[src/common/adc_cal_map.vh]
// Register map, field positions, reset values and timing counts of the calibration control
`ifndef ADC_CAL_MAP_VH
`define ADC_CAL_MAP_VH

// Register offsets
`define REG_CTRL 8'h00
`define REG_TRIM 8'h04
`define REG_STATUS 8'h08
`define REG_CALOFS 8'h0C

// Control fields
`define CTRL_DIV_OVR_EN 0
`define CTRL_DIV_OVR_TWO 1
`define CTRL_SOFT_RECAL 2
`define CTRL_PHASE_SLIP 3
`define CTRL_RESET 2'h0

// Trim fields
`define TRIM_OFS_A_LSB 0
`define TRIM_OFS_B_LSB 8
`define TRIM_GAIN_LSB 16
`define TRIM_SKEW_LSB 24
`define TRIM_RESET 32'h00000000

// Status fields
`define STAT_CAL_BUSY 0
`define STAT_CAL_DONE 1
`define STAT_CAL_FAULT 2
`define STAT_DIV_ILLEGAL 3
`define STAT_DIV_TWO 4
`define STAT_POR_DONE 5
`define STAT_RECAL_LVL 6

// Conversion pipeline
`define PIPE_SAMPLES 12
`define PIPE_TOTAL 15
`define CODE_MID 11'h200
`define CODE_FULL 10'h3FF
`define OFS_POS_LIM 8'h7F
`define OFS_NEG_LIM 8'h81

// Timing
`define CLK_HZ 10000000
`define CAL_NOM_MS 200
`define CAL_MAX_MS 550
`define CAL_NOM_CYCLES ((`CAL_NOM_MS) * ((`CLK_HZ) / 1000))
`define CAL_MAX_CYCLES ((`CAL_MAX_MS) * ((`CLK_HZ) / 1000))
`define POR_STABLE_CYCLES 16
`define SOFT_RECAL_CYCLES 4'h4

`endif

[src/logic/adc_cal_control.v]
// Interleaved converter control: clocking, pipeline, calibration, divider, registers
`timescale 1ns/1ps
`include "adc_cal_map.vh"
module adc_cal_control #(
  parameter CAL_NOM_CYCLES = `CAL_NOM_CYCLES,
  parameter CAL_MAX_CYCLES = `CAL_MAX_CYCLES
) (
  input wire core_clk, // Conversion clock, 10 MHz
  input wire rstn, // Async reset, active low
  input wire [7:0] addr, // Register byte address
  input wire [31:0] wdata, // Write data
  input wire wr, // Write strobe
  input wire rd, // Read strobe
  output reg [31:0] rdata, // Read data, cycle after rd
  input wire recal_trigger_n_in, // Recal pin level
  output reg recal_trigger_n_out, // Recal pin drive value
  output reg recal_trigger_n_oe, // Recal pin enable, low drives
  input wire supply_ok, // Supply above threshold
  input wire serial_out_line_in, // Serial output line level
  input wire divider_select_low, // Divider pin sensed low
  input wire divider_select_high, // Divider pin sensed high
  input wire [10:0] conv_code, // Raw code from a core
  input wire conv_core, // Core that made the code
  input wire conv_valid, // Raw code valid
  output reg core_a_strobe, // Sample strobe, core A
  output reg core_b_strobe, // Sample strobe, core B
  output reg input_connect, // Analog input to sampling stage
  output reg [7:0] skew_trim, // Skew adjust to clock tree
  output reg output_clock_pair, // Output clock
  output reg [9:0] sample_out, // Corrected sample
  output reg sample_valid, // Sample valid
  output reg over_range // Over-range flag
);
  localparam ST_IDLE = 2'h0;
  localparam ST_HOLD = 2'h1;
  localparam ST_RUN = 2'h2;

  wire [4:0] sync_q;
  wire recal_lvl = sync_q[0];
  wire supply_lvl = sync_q[1];
  wire sdo_lvl = sync_q[2];
  wire div_low_lvl = sync_q[3];
  wire div_high_lvl = sync_q[4];

  reg [1:0] ctrl_reg;
  reg [31:0] trim_reg;
  reg [1:0] state_reg;
  reg [31:0] cal_cnt_reg;
  reg cal_done_reg;
  reg cal_fault_reg;
  reg [7:0] cal_ofs_a_reg;
  reg [7:0] cal_ofs_b_reg;
  reg recal_prev_reg;
  reg por_hold_reg;
  reg [7:0] por_cnt_reg;
  reg [3:0] soft_cnt_reg;
  reg slip_pend_reg;
  reg div_phase_reg;
  reg core_sel_reg;
  reg sample_tick;
  reg div_two;
  reg div_illegal;
  wire recal_rise;
  wire [12:0] raw_word;
  wire [12:0] mid_word;
  wire [12:0] corr_word;
  wire [12:0] out_word;
  reg [9:0] corr_code;
  reg corr_or;
  reg signed [13:0] adj;
  reg signed [21:0] prod;
  reg [8:0] ofs_sum;

  // Offset tracking step toward midscale, saturating
  function [7:0] cal_step;
    input [7:0] cur;
    input [10:0] code;
    begin
      cal_step = cur;
      if (code > `CODE_MID && cur != `OFS_NEG_LIM) begin
        cal_step = cur - 8'h01;
      end else if (code < `CODE_MID && cur != `OFS_POS_LIM) begin
        cal_step = cur + 8'h01;
      end
    end
  endfunction

  pin_sync #(
    .W(5),
    .RESET_VAL(5'h04),
    .FAST_LOW(5'h01)
  ) u_sync (
    .core_clk(core_clk),
    .rstn(rstn),
    .d_in({divider_select_high, divider_select_low, serial_out_line_in, supply_ok,
      recal_trigger_n_in}),
    .q_out(sync_q)
  );

  assign recal_rise = recal_lvl & ~recal_prev_reg;

  // Divider selection
  always @* begin
    div_illegal = div_high_lvl & ~div_low_lvl;
    if (ctrl_reg[`CTRL_DIV_OVR_EN]) begin
      div_two = ctrl_reg[`CTRL_DIV_OVR_TWO];
    end else begin
      div_two = div_low_lvl & ~div_high_lvl;
    end
    sample_tick = ~div_two | div_phase_reg;
  end

  // Registers, power-up detector, divider phase
  always @(posedge core_clk or negedge rstn) begin
    if (!rstn) begin
      ctrl_reg <= `CTRL_RESET;
      trim_reg <= `TRIM_RESET;
      rdata <= 32'h00000000;
      por_hold_reg <= 1'b1;
      por_cnt_reg <= 8'h00;
      soft_cnt_reg <= 4'h0;
      slip_pend_reg <= 1'b0;
      div_phase_reg <= 1'b0;
      recal_trigger_n_out <= 1'b0;
      recal_trigger_n_oe <= 1'b0;
      skew_trim <= 8'h00;
    end else begin
      if (wr && addr == `REG_CTRL) begin
        ctrl_reg <= {wdata[`CTRL_DIV_OVR_TWO], wdata[`CTRL_DIV_OVR_EN]};
      end
      if (wr && addr == `REG_TRIM) begin
        trim_reg <= wdata;
      end
      skew_trim <= trim_reg[`TRIM_SKEW_LSB +: 8];
      if (!supply_lvl) begin
        por_cnt_reg <= 8'h00;
        por_hold_reg <= 1'b1;
      end else if (por_cnt_reg == `POR_STABLE_CYCLES) begin
        por_hold_reg <= 1'b0;
      end else begin
        por_cnt_reg <= por_cnt_reg + 8'h01;
      end
      if (wr && addr == `REG_CTRL && wdata[`CTRL_SOFT_RECAL]) begin
        soft_cnt_reg <= `SOFT_RECAL_CYCLES;
      end else if (soft_cnt_reg != 4'h0) begin
        soft_cnt_reg <= soft_cnt_reg - 4'h1;
      end
      recal_trigger_n_out <= 1'b0;
      recal_trigger_n_oe <= ~(por_hold_reg | (soft_cnt_reg != 4'h0));
      if (wr && addr == `REG_CTRL && wdata[`CTRL_PHASE_SLIP] && div_two) begin
        slip_pend_reg <= 1'b1;
      end else if (slip_pend_reg && div_phase_reg) begin
        slip_pend_reg <= 1'b0;
      end
      if (!div_two) begin
        div_phase_reg <= 1'b0;
      end else if (!(slip_pend_reg && div_phase_reg)) begin
        div_phase_reg <= ~div_phase_reg;
      end
      rdata <= 32'h00000000;
      if (rd) begin
        case (addr)
          `REG_CTRL: rdata <= {30'h0, ctrl_reg};
          `REG_TRIM: rdata <= trim_reg;
          `REG_STATUS: rdata <= {25'h0, recal_lvl, ~por_hold_reg, div_two, div_illegal,
            cal_fault_reg, cal_done_reg, state_reg != ST_IDLE};
          `REG_CALOFS: rdata <= {16'h0, cal_ofs_b_reg, cal_ofs_a_reg};
          default: rdata <= 32'h00000000;
        endcase
      end
    end
  end

  // Calibration sequencer
  always @(posedge core_clk or negedge rstn) begin
    if (!rstn) begin
      state_reg <= ST_HOLD;
      cal_cnt_reg <= 32'h00000000;
      cal_done_reg <= 1'b0;
      cal_fault_reg <= 1'b0;
      cal_ofs_a_reg <= 8'h00;
      cal_ofs_b_reg <= 8'h00;
      recal_prev_reg <= 1'b0;
      input_connect <= 1'b0;
    end else begin
      recal_prev_reg <= recal_lvl;
      case (state_reg)
        ST_IDLE: begin
          input_connect <= 1'b1;
          if (!recal_lvl) begin
            state_reg <= ST_HOLD;
            cal_done_reg <= 1'b0;
          end
        end
        ST_HOLD: begin
          if (recal_rise) begin
            state_reg <= ST_RUN;
            cal_cnt_reg <= 32'h00000000;
            cal_fault_reg <= ~sdo_lvl;
            cal_ofs_a_reg <= 8'h00;
            cal_ofs_b_reg <= 8'h00;
            input_connect <= 1'b0;
          end
        end
        ST_RUN: begin
          if (!recal_lvl) begin
            state_reg <= ST_HOLD;
          end else if (cal_cnt_reg >= CAL_NOM_CYCLES - 1 ||
            cal_cnt_reg >= CAL_MAX_CYCLES - 1) begin
            state_reg <= ST_IDLE;
            cal_done_reg <= 1'b1;
            input_connect <= 1'b1;
          end else begin
            cal_cnt_reg <= cal_cnt_reg + 32'h00000001;
          end
          if (conv_valid && !cal_fault_reg) begin
            if (conv_core) begin
              cal_ofs_b_reg <= cal_step(cal_ofs_b_reg, conv_code);
            end else begin
              cal_ofs_a_reg <= cal_step(cal_ofs_a_reg, conv_code);
            end
          end
        end
        default: state_reg <= ST_HOLD;
      endcase
    end
  end

  // Interleave strobes and output clock
  always @(posedge core_clk or negedge rstn) begin
    if (!rstn) begin
      core_sel_reg <= 1'b0;
      core_a_strobe <= 1'b0;
      core_b_strobe <= 1'b0;
      output_clock_pair <= 1'b0;
    end else begin
      core_a_strobe <= sample_tick & ~core_sel_reg;
      core_b_strobe <= sample_tick & core_sel_reg;
      if (sample_tick) begin
        core_sel_reg <= ~core_sel_reg;
      end
      if (!recal_lvl) begin
        output_clock_pair <= 1'b0;
      end else if (sample_tick) begin
        output_clock_pair <= ~output_clock_pair;
      end
    end
  end

  assign raw_word = {conv_valid, conv_core, conv_code};

  latency_pipe #(
    .W(13),
    .DEPTH(`PIPE_SAMPLES)
  ) u_pipe_conv (
    .core_clk(core_clk),
    .rstn(rstn),
    .d_in(raw_word),
    .d_out(mid_word)
  );

  // Error correction: offset, gain on core B, saturation
  always @* begin
    if (mid_word[11]) begin
      ofs_sum = cal_ofs_b_reg + trim_reg[`TRIM_OFS_B_LSB +: 8];
    end else begin
      ofs_sum = cal_ofs_a_reg + trim_reg[`TRIM_OFS_A_LSB +: 8];
    end
    adj = $signed({3'b000, mid_word[10:0]}) + $signed({{6{ofs_sum[7]}}, ofs_sum[7:0]});
    prod = (adj - 14'sd512) * $signed(trim_reg[`TRIM_GAIN_LSB +: 8]);
    if (mid_word[11]) begin
      adj = adj + $signed(prod[21:9]);
    end
    corr_or = 1'b0;
    if (adj < 14'sd0) begin
      corr_code = 10'h000;
    end else if (adj >= $signed({4'b0000, `CODE_FULL})) begin
      corr_code = `CODE_FULL;
      corr_or = 1'b1;
    end else begin
      corr_code = adj[9:0];
    end
  end

  assign corr_word = {mid_word[12], corr_or, 1'b0, corr_code};

  latency_pipe #(
    .W(13),
    .DEPTH(`PIPE_TOTAL - `PIPE_SAMPLES - 1)
  ) u_pipe_corr (
    .core_clk(core_clk),
    .rstn(rstn),
    .d_in(corr_word),
    .d_out(out_word)
  );

  // Output stage, fifteenth edge
  always @(posedge core_clk or negedge rstn) begin
    if (!rstn) begin
      sample_out <= 10'h000;
      sample_valid <= 1'b0;
      over_range <= 1'b1;
    end else begin
      sample_out <= out_word[9:0];
      sample_valid <= out_word[12] & recal_lvl & (state_reg == ST_IDLE);
      if (!recal_lvl || state_reg != ST_IDLE) begin
        over_range <= 1'b1;
      end else if (out_word[12]) begin
        over_range <= out_word[11];
      end
    end
  end
endmodule // adc_cal_control

[src/logic/latency_pipe.v]
// Fixed-depth delay line for conversion words
`timescale 1ns/1ps
module latency_pipe #(
  parameter W = 13,
  parameter DEPTH = 12
) (
  input wire core_clk, // Clock
  input wire rstn, // Async reset, active low
  input wire [W-1:0] d_in, // Word entering
  output wire [W-1:0] d_out // Word after DEPTH edges
);
  reg [W-1:0] stage_mem [0:DEPTH-1];
  integer i;

  always @(posedge core_clk or negedge rstn) begin
    if (!rstn) begin
      for (i = 0; i < DEPTH; i = i + 1) begin
        stage_mem[i] <= {W{1'b0}};
      end
    end else begin
      stage_mem[0] <= d_in;
      for (i = 1; i < DEPTH; i = i + 1) begin
        stage_mem[i] <= stage_mem[i-1];
      end
    end
  end

  assign d_out = stage_mem[DEPTH-1];
endmodule // latency_pipe

[src/logic/pin_sync.v]
// Three-stage pin synchroniser with agreement of the last two stages
`timescale 1ns/1ps
module pin_sync #(
  parameter W = 1,
  parameter [W-1:0] RESET_VAL = {W{1'b0}},
  parameter [W-1:0] FAST_LOW = {W{1'b0}}
) (
  input wire core_clk, // Clock
  input wire rstn, // Async reset, active low
  input wire [W-1:0] d_in, // Raw pin levels
  output wire [W-1:0] q_out // Filtered levels
);
  reg [W-1:0] s1_reg;
  reg [W-1:0] s2_reg;
  reg [W-1:0] s3_reg;
  reg [W-1:0] q_reg;
  integer i;

  always @(posedge core_clk or negedge rstn) begin
    if (!rstn) begin
      s1_reg <= RESET_VAL;
      s2_reg <= RESET_VAL;
      s3_reg <= RESET_VAL;
      q_reg <= RESET_VAL;
    end else begin
      s1_reg <= d_in;
      s2_reg <= s1_reg;
      s3_reg <= s2_reg;
      for (i = 0; i < W; i = i + 1) begin
        // Low on a fast bit taken at once, keeps one-cycle pulses
        if (s2_reg[i] == s3_reg[i] || (FAST_LOW[i] && !s3_reg[i])) begin
          q_reg[i] <= s3_reg[i];
        end
      end
    end
  end

  assign q_out = q_reg;
endmodule // pin_sync
[config.mk]
export PLATFORM = sky130hd
export DESIGN_NAME = adc_cal_control
export DESIGN_NICKNAME = d
export VERILOG_FILES = /design/src/logic/adc_cal_control.v /design/src/logic/latency_pipe.v /design/src/logic/pin_sync.v
export VERILOG_INCLUDE_DIRS = /design/src /design/src/common
export SDC_FILE = /design/constraint.sdc
export NUM_CORES = 1
export LEC_CHECK = 0
export BUFFER_PORTS_ARGS = -buffer_cell sky130_fd_sc_hd__buf_2
export CAP_MARGIN = 20
export CORE_UTILIZATION = 55
export CTS_CLUSTER_SIZE = 8
export DETAILED_ROUTE_END_ITERATION = 7
export PLACE_DENSITY_LB_ADDON = 0.05
export RECOVER_POWER = 25
export SLEW_MARGIN = 20
export SYNTH_ARGS = -nofsm -noshare
export SYNTH_HDL_FRONTEND = slang
export SYNTH_SLANG_ARGS = --single-unit
[constraint.sdc]
create_clock -name core_clk -period 9.35 [get_ports core_clk]
set_input_delay 2.3375 -clock core_clk [delete_from_list [all_inputs] [get_ports core_clk]]
set_output_delay 2.3375 -clock core_clk [all_outputs]
set_load 0.01 [all_outputs]
==> impl_metrics.prom <==
# TYPE chip_impl_metric gauge
chip_impl_metric{name="global_route_wire_length_before_repair",unit="mm"} 62.68
chip_impl_metric{name="cts-htree-levels",unit=""} 2
chip_impl_metric{name="synth-seq-area-share",unit="%"} 50.24
chip_impl_metric{name="worstMarginPinSlew",unit="ns"} 1.065
chip_impl_info{name="tritoncts_clock_tree",value="done"} 1
chip_impl_metric{name="max_freq",unit="MHz"} 108.7
chip_impl_info{name="synth_flop_cell",value="dfrtp_1"} 1
chip_impl_metric{name="arrival",unit="ns"} 9.65
chip_impl_info{name="worst_hold_path_type",value="flop to flop"} 1
chip_impl_metric{name="power_density",unit="nW/um2"} 196.0
chip_impl_metric{name="floorplan.rows",unit=""} 65
chip_impl_metric{name="clk_pin_slew_worst_paths",unit="ns"} 0.05
chip_impl_metric{name="wl",unit="mm"} 38.66
chip_impl_metric{name="sw_frac_of_total",unit="%"} 27.57
chip_impl_metric{name="hold_ws",unit="ns"} 0.3356
chip_impl_metric{name="layout.filler_cells",unit=""} 2375
chip_impl_metric{name="synth-seq-cells",unit=""} 360
chip_impl_metric{name="critical-path-max-stage-delay",unit="ns"} 0.54
chip_impl_metric{name="grt_antenna_before_repair",unit=""} 0
chip_impl_metric{name="yosys_warnings",unit=""} 0
chip_impl_info{name="synth_top_cells_by_area",value="dfrtp_1 49%, fa_1 9.5%, ha_1 7.3%"} 1
chip_impl_metric{name="postLayoutSetupSlackWorst",unit="ns"} 0.1504
chip_impl_info{name="critical-path-top-cell-by-count",value="fa_1"} 1
chip_impl_info{name="critical_path.endpoint_type",value="flop"} 1
chip_impl_metric{name="finalNonFillerCells",unit=""} 2211
chip_impl_metric{name="number_of_global_route_vias_before_repair",unit=""} 12320
chip_impl_info{name="run_status",value="complete, no violations"} 1
chip_impl_metric{name="power.combinational.fraction",unit="%"} 19.6
chip_impl_metric{name="die_y",unit="um"} 182.6
chip_impl_metric{name="clock-sinks",unit=""} 360
chip_impl_metric{name="largest_register_ff_count",unit=""} 143
chip_impl_metric{name="avgViaCountPerCell",unit=""} 5.303
chip_impl_metric{name="synth_async_sr_flop_share",unit="%"} 100.0
chip_impl_metric{name="ff2ff_setup_slack",unit="ns"} 0.15
chip_impl_info{name="max_flop_register",value="u_pipe_conv.stage_mem"} 1
chip_impl_metric{name="floorplan.die.width",unit="um"} 182.6
chip_impl_metric{name="gp_congestion",unit=""} 0.8797
chip_impl_metric{name="global_route.overflow_total",unit=""} 0
chip_impl_info{name="worstSetupPathType",value="flop to flop"} 1
chip_impl_metric{name="placement.cell_area",unit="um2"} 19440
chip_impl_metric{name="critical_path.max_fanout",unit=""} 5
chip_impl_info{name="crit_path_top_delay_cell",value="fa_1"} 1
chip_impl_metric{name="final-max-slew-violation-count",unit=""} 0
chip_impl_metric{name="period_share",unit="%"} 98.39
chip_impl_metric{name="final_layout_size_suffix_gt1_share",unit="%"} 23.68
chip_impl_metric{name="clock_tree.buffer_depth",unit=""} 3
chip_impl_metric{name="grt.total_usage",unit="%"} 24.18
chip_impl_metric{name="post_synth.cell_area_avg",unit="um2"} 11.77
chip_impl_metric{name="share_seq_of_total_power",unit="%"} 41.5
chip_impl_metric{name="clock-skew-final",unit="ns"} 0.02541
chip_impl_metric{name="finalCoreUtilization",unit="%"} 68.20
chip_impl_metric{name="half_perimeter_wire_length_after_placement",unit="mm"} 26.38
chip_impl_metric{name="synth_edf_count",unit=""} 0
chip_impl_metric{name="net-switching-power",unit="mW"} 1.172
chip_impl_metric{name="drt_first_pass_iters",unit=""} 5
chip_impl_metric{name="mappedNetlistNets",unit=""} 1777
chip_impl_metric{name="cts_buffers",unit=""} 51
chip_impl_metric{name="antenna_left",unit=""} 0
chip_impl_metric{name="floorplan.core_area",unit="um2"} 31800
chip_impl_metric{name="finalHoldViolCount",unit=""} 0
chip_impl_info{name="clock-root-buffer",value="clkbuf_16"} 1
chip_impl_metric{name="initial_utilization",unit="%"} 56.44
chip_impl_info{name="critical_path.startpoint_type",value="flop"} 1
chip_impl_metric{name="drc",unit=""} 0
chip_impl_metric{name="fin_crit_period",unit="ns"} 9.200
chip_impl_metric{name="ir_drop",unit="V"} 0.0001991
chip_impl_metric{name="largest_net_degree_at_the_start_of_global_routing",unit=""} 185
chip_impl_metric{name="power_leakage",unit="nW"} 10.65
chip_impl_metric{name="final_design_area_no_fill",unit="um2"} 21690
chip_impl_metric{name="regArea",unit="um2"} 9019
chip_impl_metric{name="finalSetupViolations",unit=""} 0
chip_impl_metric{name="clock_insertion_delay_at_the_later_pin_of_the_skew_report",unit="ns"} 0.58
chip_impl_metric{name="synth.lib_cells_used.distinct",unit=""} 71
chip_impl_metric{name="synth.cell_area",unit="um2"} 17950
chip_impl_metric{name="critPathRequiredTime",unit="ns"} 9.80
chip_impl_info{name="post-synth-top-area-cell",value="dfrtp_1"} 1
chip_impl_metric{name="design.die.area",unit="um2"} 33360
chip_impl_info{name="synthMostInstantiatedCell",value="dfrtp_1"} 1
chip_impl_metric{name="pwr-share-clk",unit="%"} 38.9
chip_impl_metric{name="placedCellCount",unit=""} 2103
chip_impl_metric{name="placement.io_buffers",unit=""} 118
chip_impl_metric{name="max-slew-margin-rel",unit="%"} 29.03
chip_impl_metric{name="avgRoutedWirePerCell",unit="um"} 17.48
chip_impl_info{name="ys_top_cells_by_count",value="353 x dfrtp_1, 139 x inv_1, 105 x ha_1"} 1
chip_impl_metric{name="cell_internal_pwr",unit="mW"} 3.078
chip_impl_metric{name="final_net_count",unit=""} 2007
chip_impl_info{name="setup_repair_after_global_routing_missed_its_margin",value="true"} 1
chip_impl_metric{name="first_iter_violations",unit=""} 567
chip_impl_metric{name="ioPinCount",unit=""} 120
chip_impl_metric{name="area_growth_syn_to_layout",unit="%"} 20.84
chip_impl_metric{name="syn_inst",unit=""} 1525
chip_impl_metric{name="yosys.area.top_type_share",unit="%"} 49.22
chip_impl_metric{name="overall_via_count_from_detail_route",unit=""} 11730
chip_impl_metric{name="dp_worst_setup_slack",unit="ns"} -0.2693
chip_impl_metric{name="drv_cap",unit=""} 0
chip_impl_metric{name="multiInputGateArea",unit="um2"} 8777
path summary, 6_finish.rpt:
check                                                start                         end  cells after the start
worst max-delay path                           trim_reg[0]   u_pipe_corr.stage_mem[19]                     41
worst min-delay path            u_pipe_conv.stage_mem[136]  u_pipe_conv.stage_mem[123]                      0
worst max register to register                 trim_reg[0]   u_pipe_corr.stage_mem[19]                     41
worst min register to register  u_pipe_conv.stage_mem[136]  u_pipe_conv.stage_mem[123]                      0
max in group asynchronous                             rstn                 trim_reg[1]                      2
min in group asynchronous                             rstn                skew_trim[3]                      1
critical path: cells and delay by family, from the launching register on:
family          cells  cell delay, ns
compound gates     12            2.17
buf+inv             5            0.51
fa+ha+maj           9            3.51
mux                 1            0.15
simple gates       11            1.92
xor+xnor            3            0.41
flops               1            0.38
per-layer routing:
| metal | global-route usage, % | vias to the layer above | wire length [um] |
|---|---|---|---|
| met5 | 0 | - | 0 |
| met4 | 6.924 | 0 | 764 |
| met3 | 4.370 | 59 | 1665 |
| met2 | 41.31 | 254 | 19780 |
| met1 | 31.64 | 5862 | 16450 |
| li1 | - | 5550 | - |
cell type report:
class	instances	share of cell area (%)
timing repair buffer	212	6.381
antenna	2	0.02308
sequential	360	41.58
clock inverter	5	0.4500
tap	435	2.510
multi-input combinational	990	40.47
clock buffer	67	6.161
inverter	140	2.423
cells in the final DEF, fill, tap and decap left out, types with 8 or more instances in the layout:
cell	netlist	layout
nand2_1	82	78
clkbuf_1	30	16
a22o_1	8	8
nand2b_1	21	21
a21oi_1	67	51
and2_1	70	67
buf_4	1	84
nand4_1	10	10
buf_2	2	117
fa_1	85	83
dfrtp_1	353	352
inv_1	139	132
o21ai_0	22	19
o21bai_1	9	9
clkbuf_16	0	52
and3_1	27	23
xor2_1	30	27
or3_1	9	9
a21o_1	27	26
ha_4	0	9
mux2i_1	23	23
xnor2_1	61	58
nor2_1	103	95
mux2_2	38	38
nand3_1	29	26
nor3_1	16	15
nor2b_1	34	34
a21oi_2	4	19
ha_1	105	88
ha_2	0	8
through the flow:
step	power, mW	setup TNS (ns)
floorplan	2.238	0
global placement	2.490	-0.09241
detailed placement	2.512	-2.835
CTS	4.220	0
global route	4.464	-2.599
finish	4.250	0
kinds of logic after synthesis:
kind of cell | after synthesis | synth area share, %
xor+xnor | 97 | 5.047
flops | 360 | 50.24
other cells | 1 | 0.02089
mux | 63 | 3.876
compound gates | 200 | 7.495
buf+inv | 176 | 3.758
simple gates | 434 | 12.53
fa+ha+maj | 194 | 17.02
power groups by stage:
stage	logic (mW)	registers (mW)	clock network, mW
2_1_floorplan	0.470	1.77	0
3_3_place_gp	0.708	1.78	0
3_5_place_dp	0.726	1.79	0
4_1_cts	0.747	1.77	1.71
5_1_grt	0.918	1.78	1.77
6_report	0.832	1.76	1.65
repair_timing:
| action | in CTS | in global routing |
|---|---|---|
| endpoints found under the setup margin | 11 | 11 |
| buffers inserted | 10 | 22 |
| gates resized for setup | 16 | 90 |
| pin swaps | 6 | 87 |
| gates cloned | 0 | 2 |
| hold buffers | 0 | 0 |
Power figures use the tool's default switching activity.
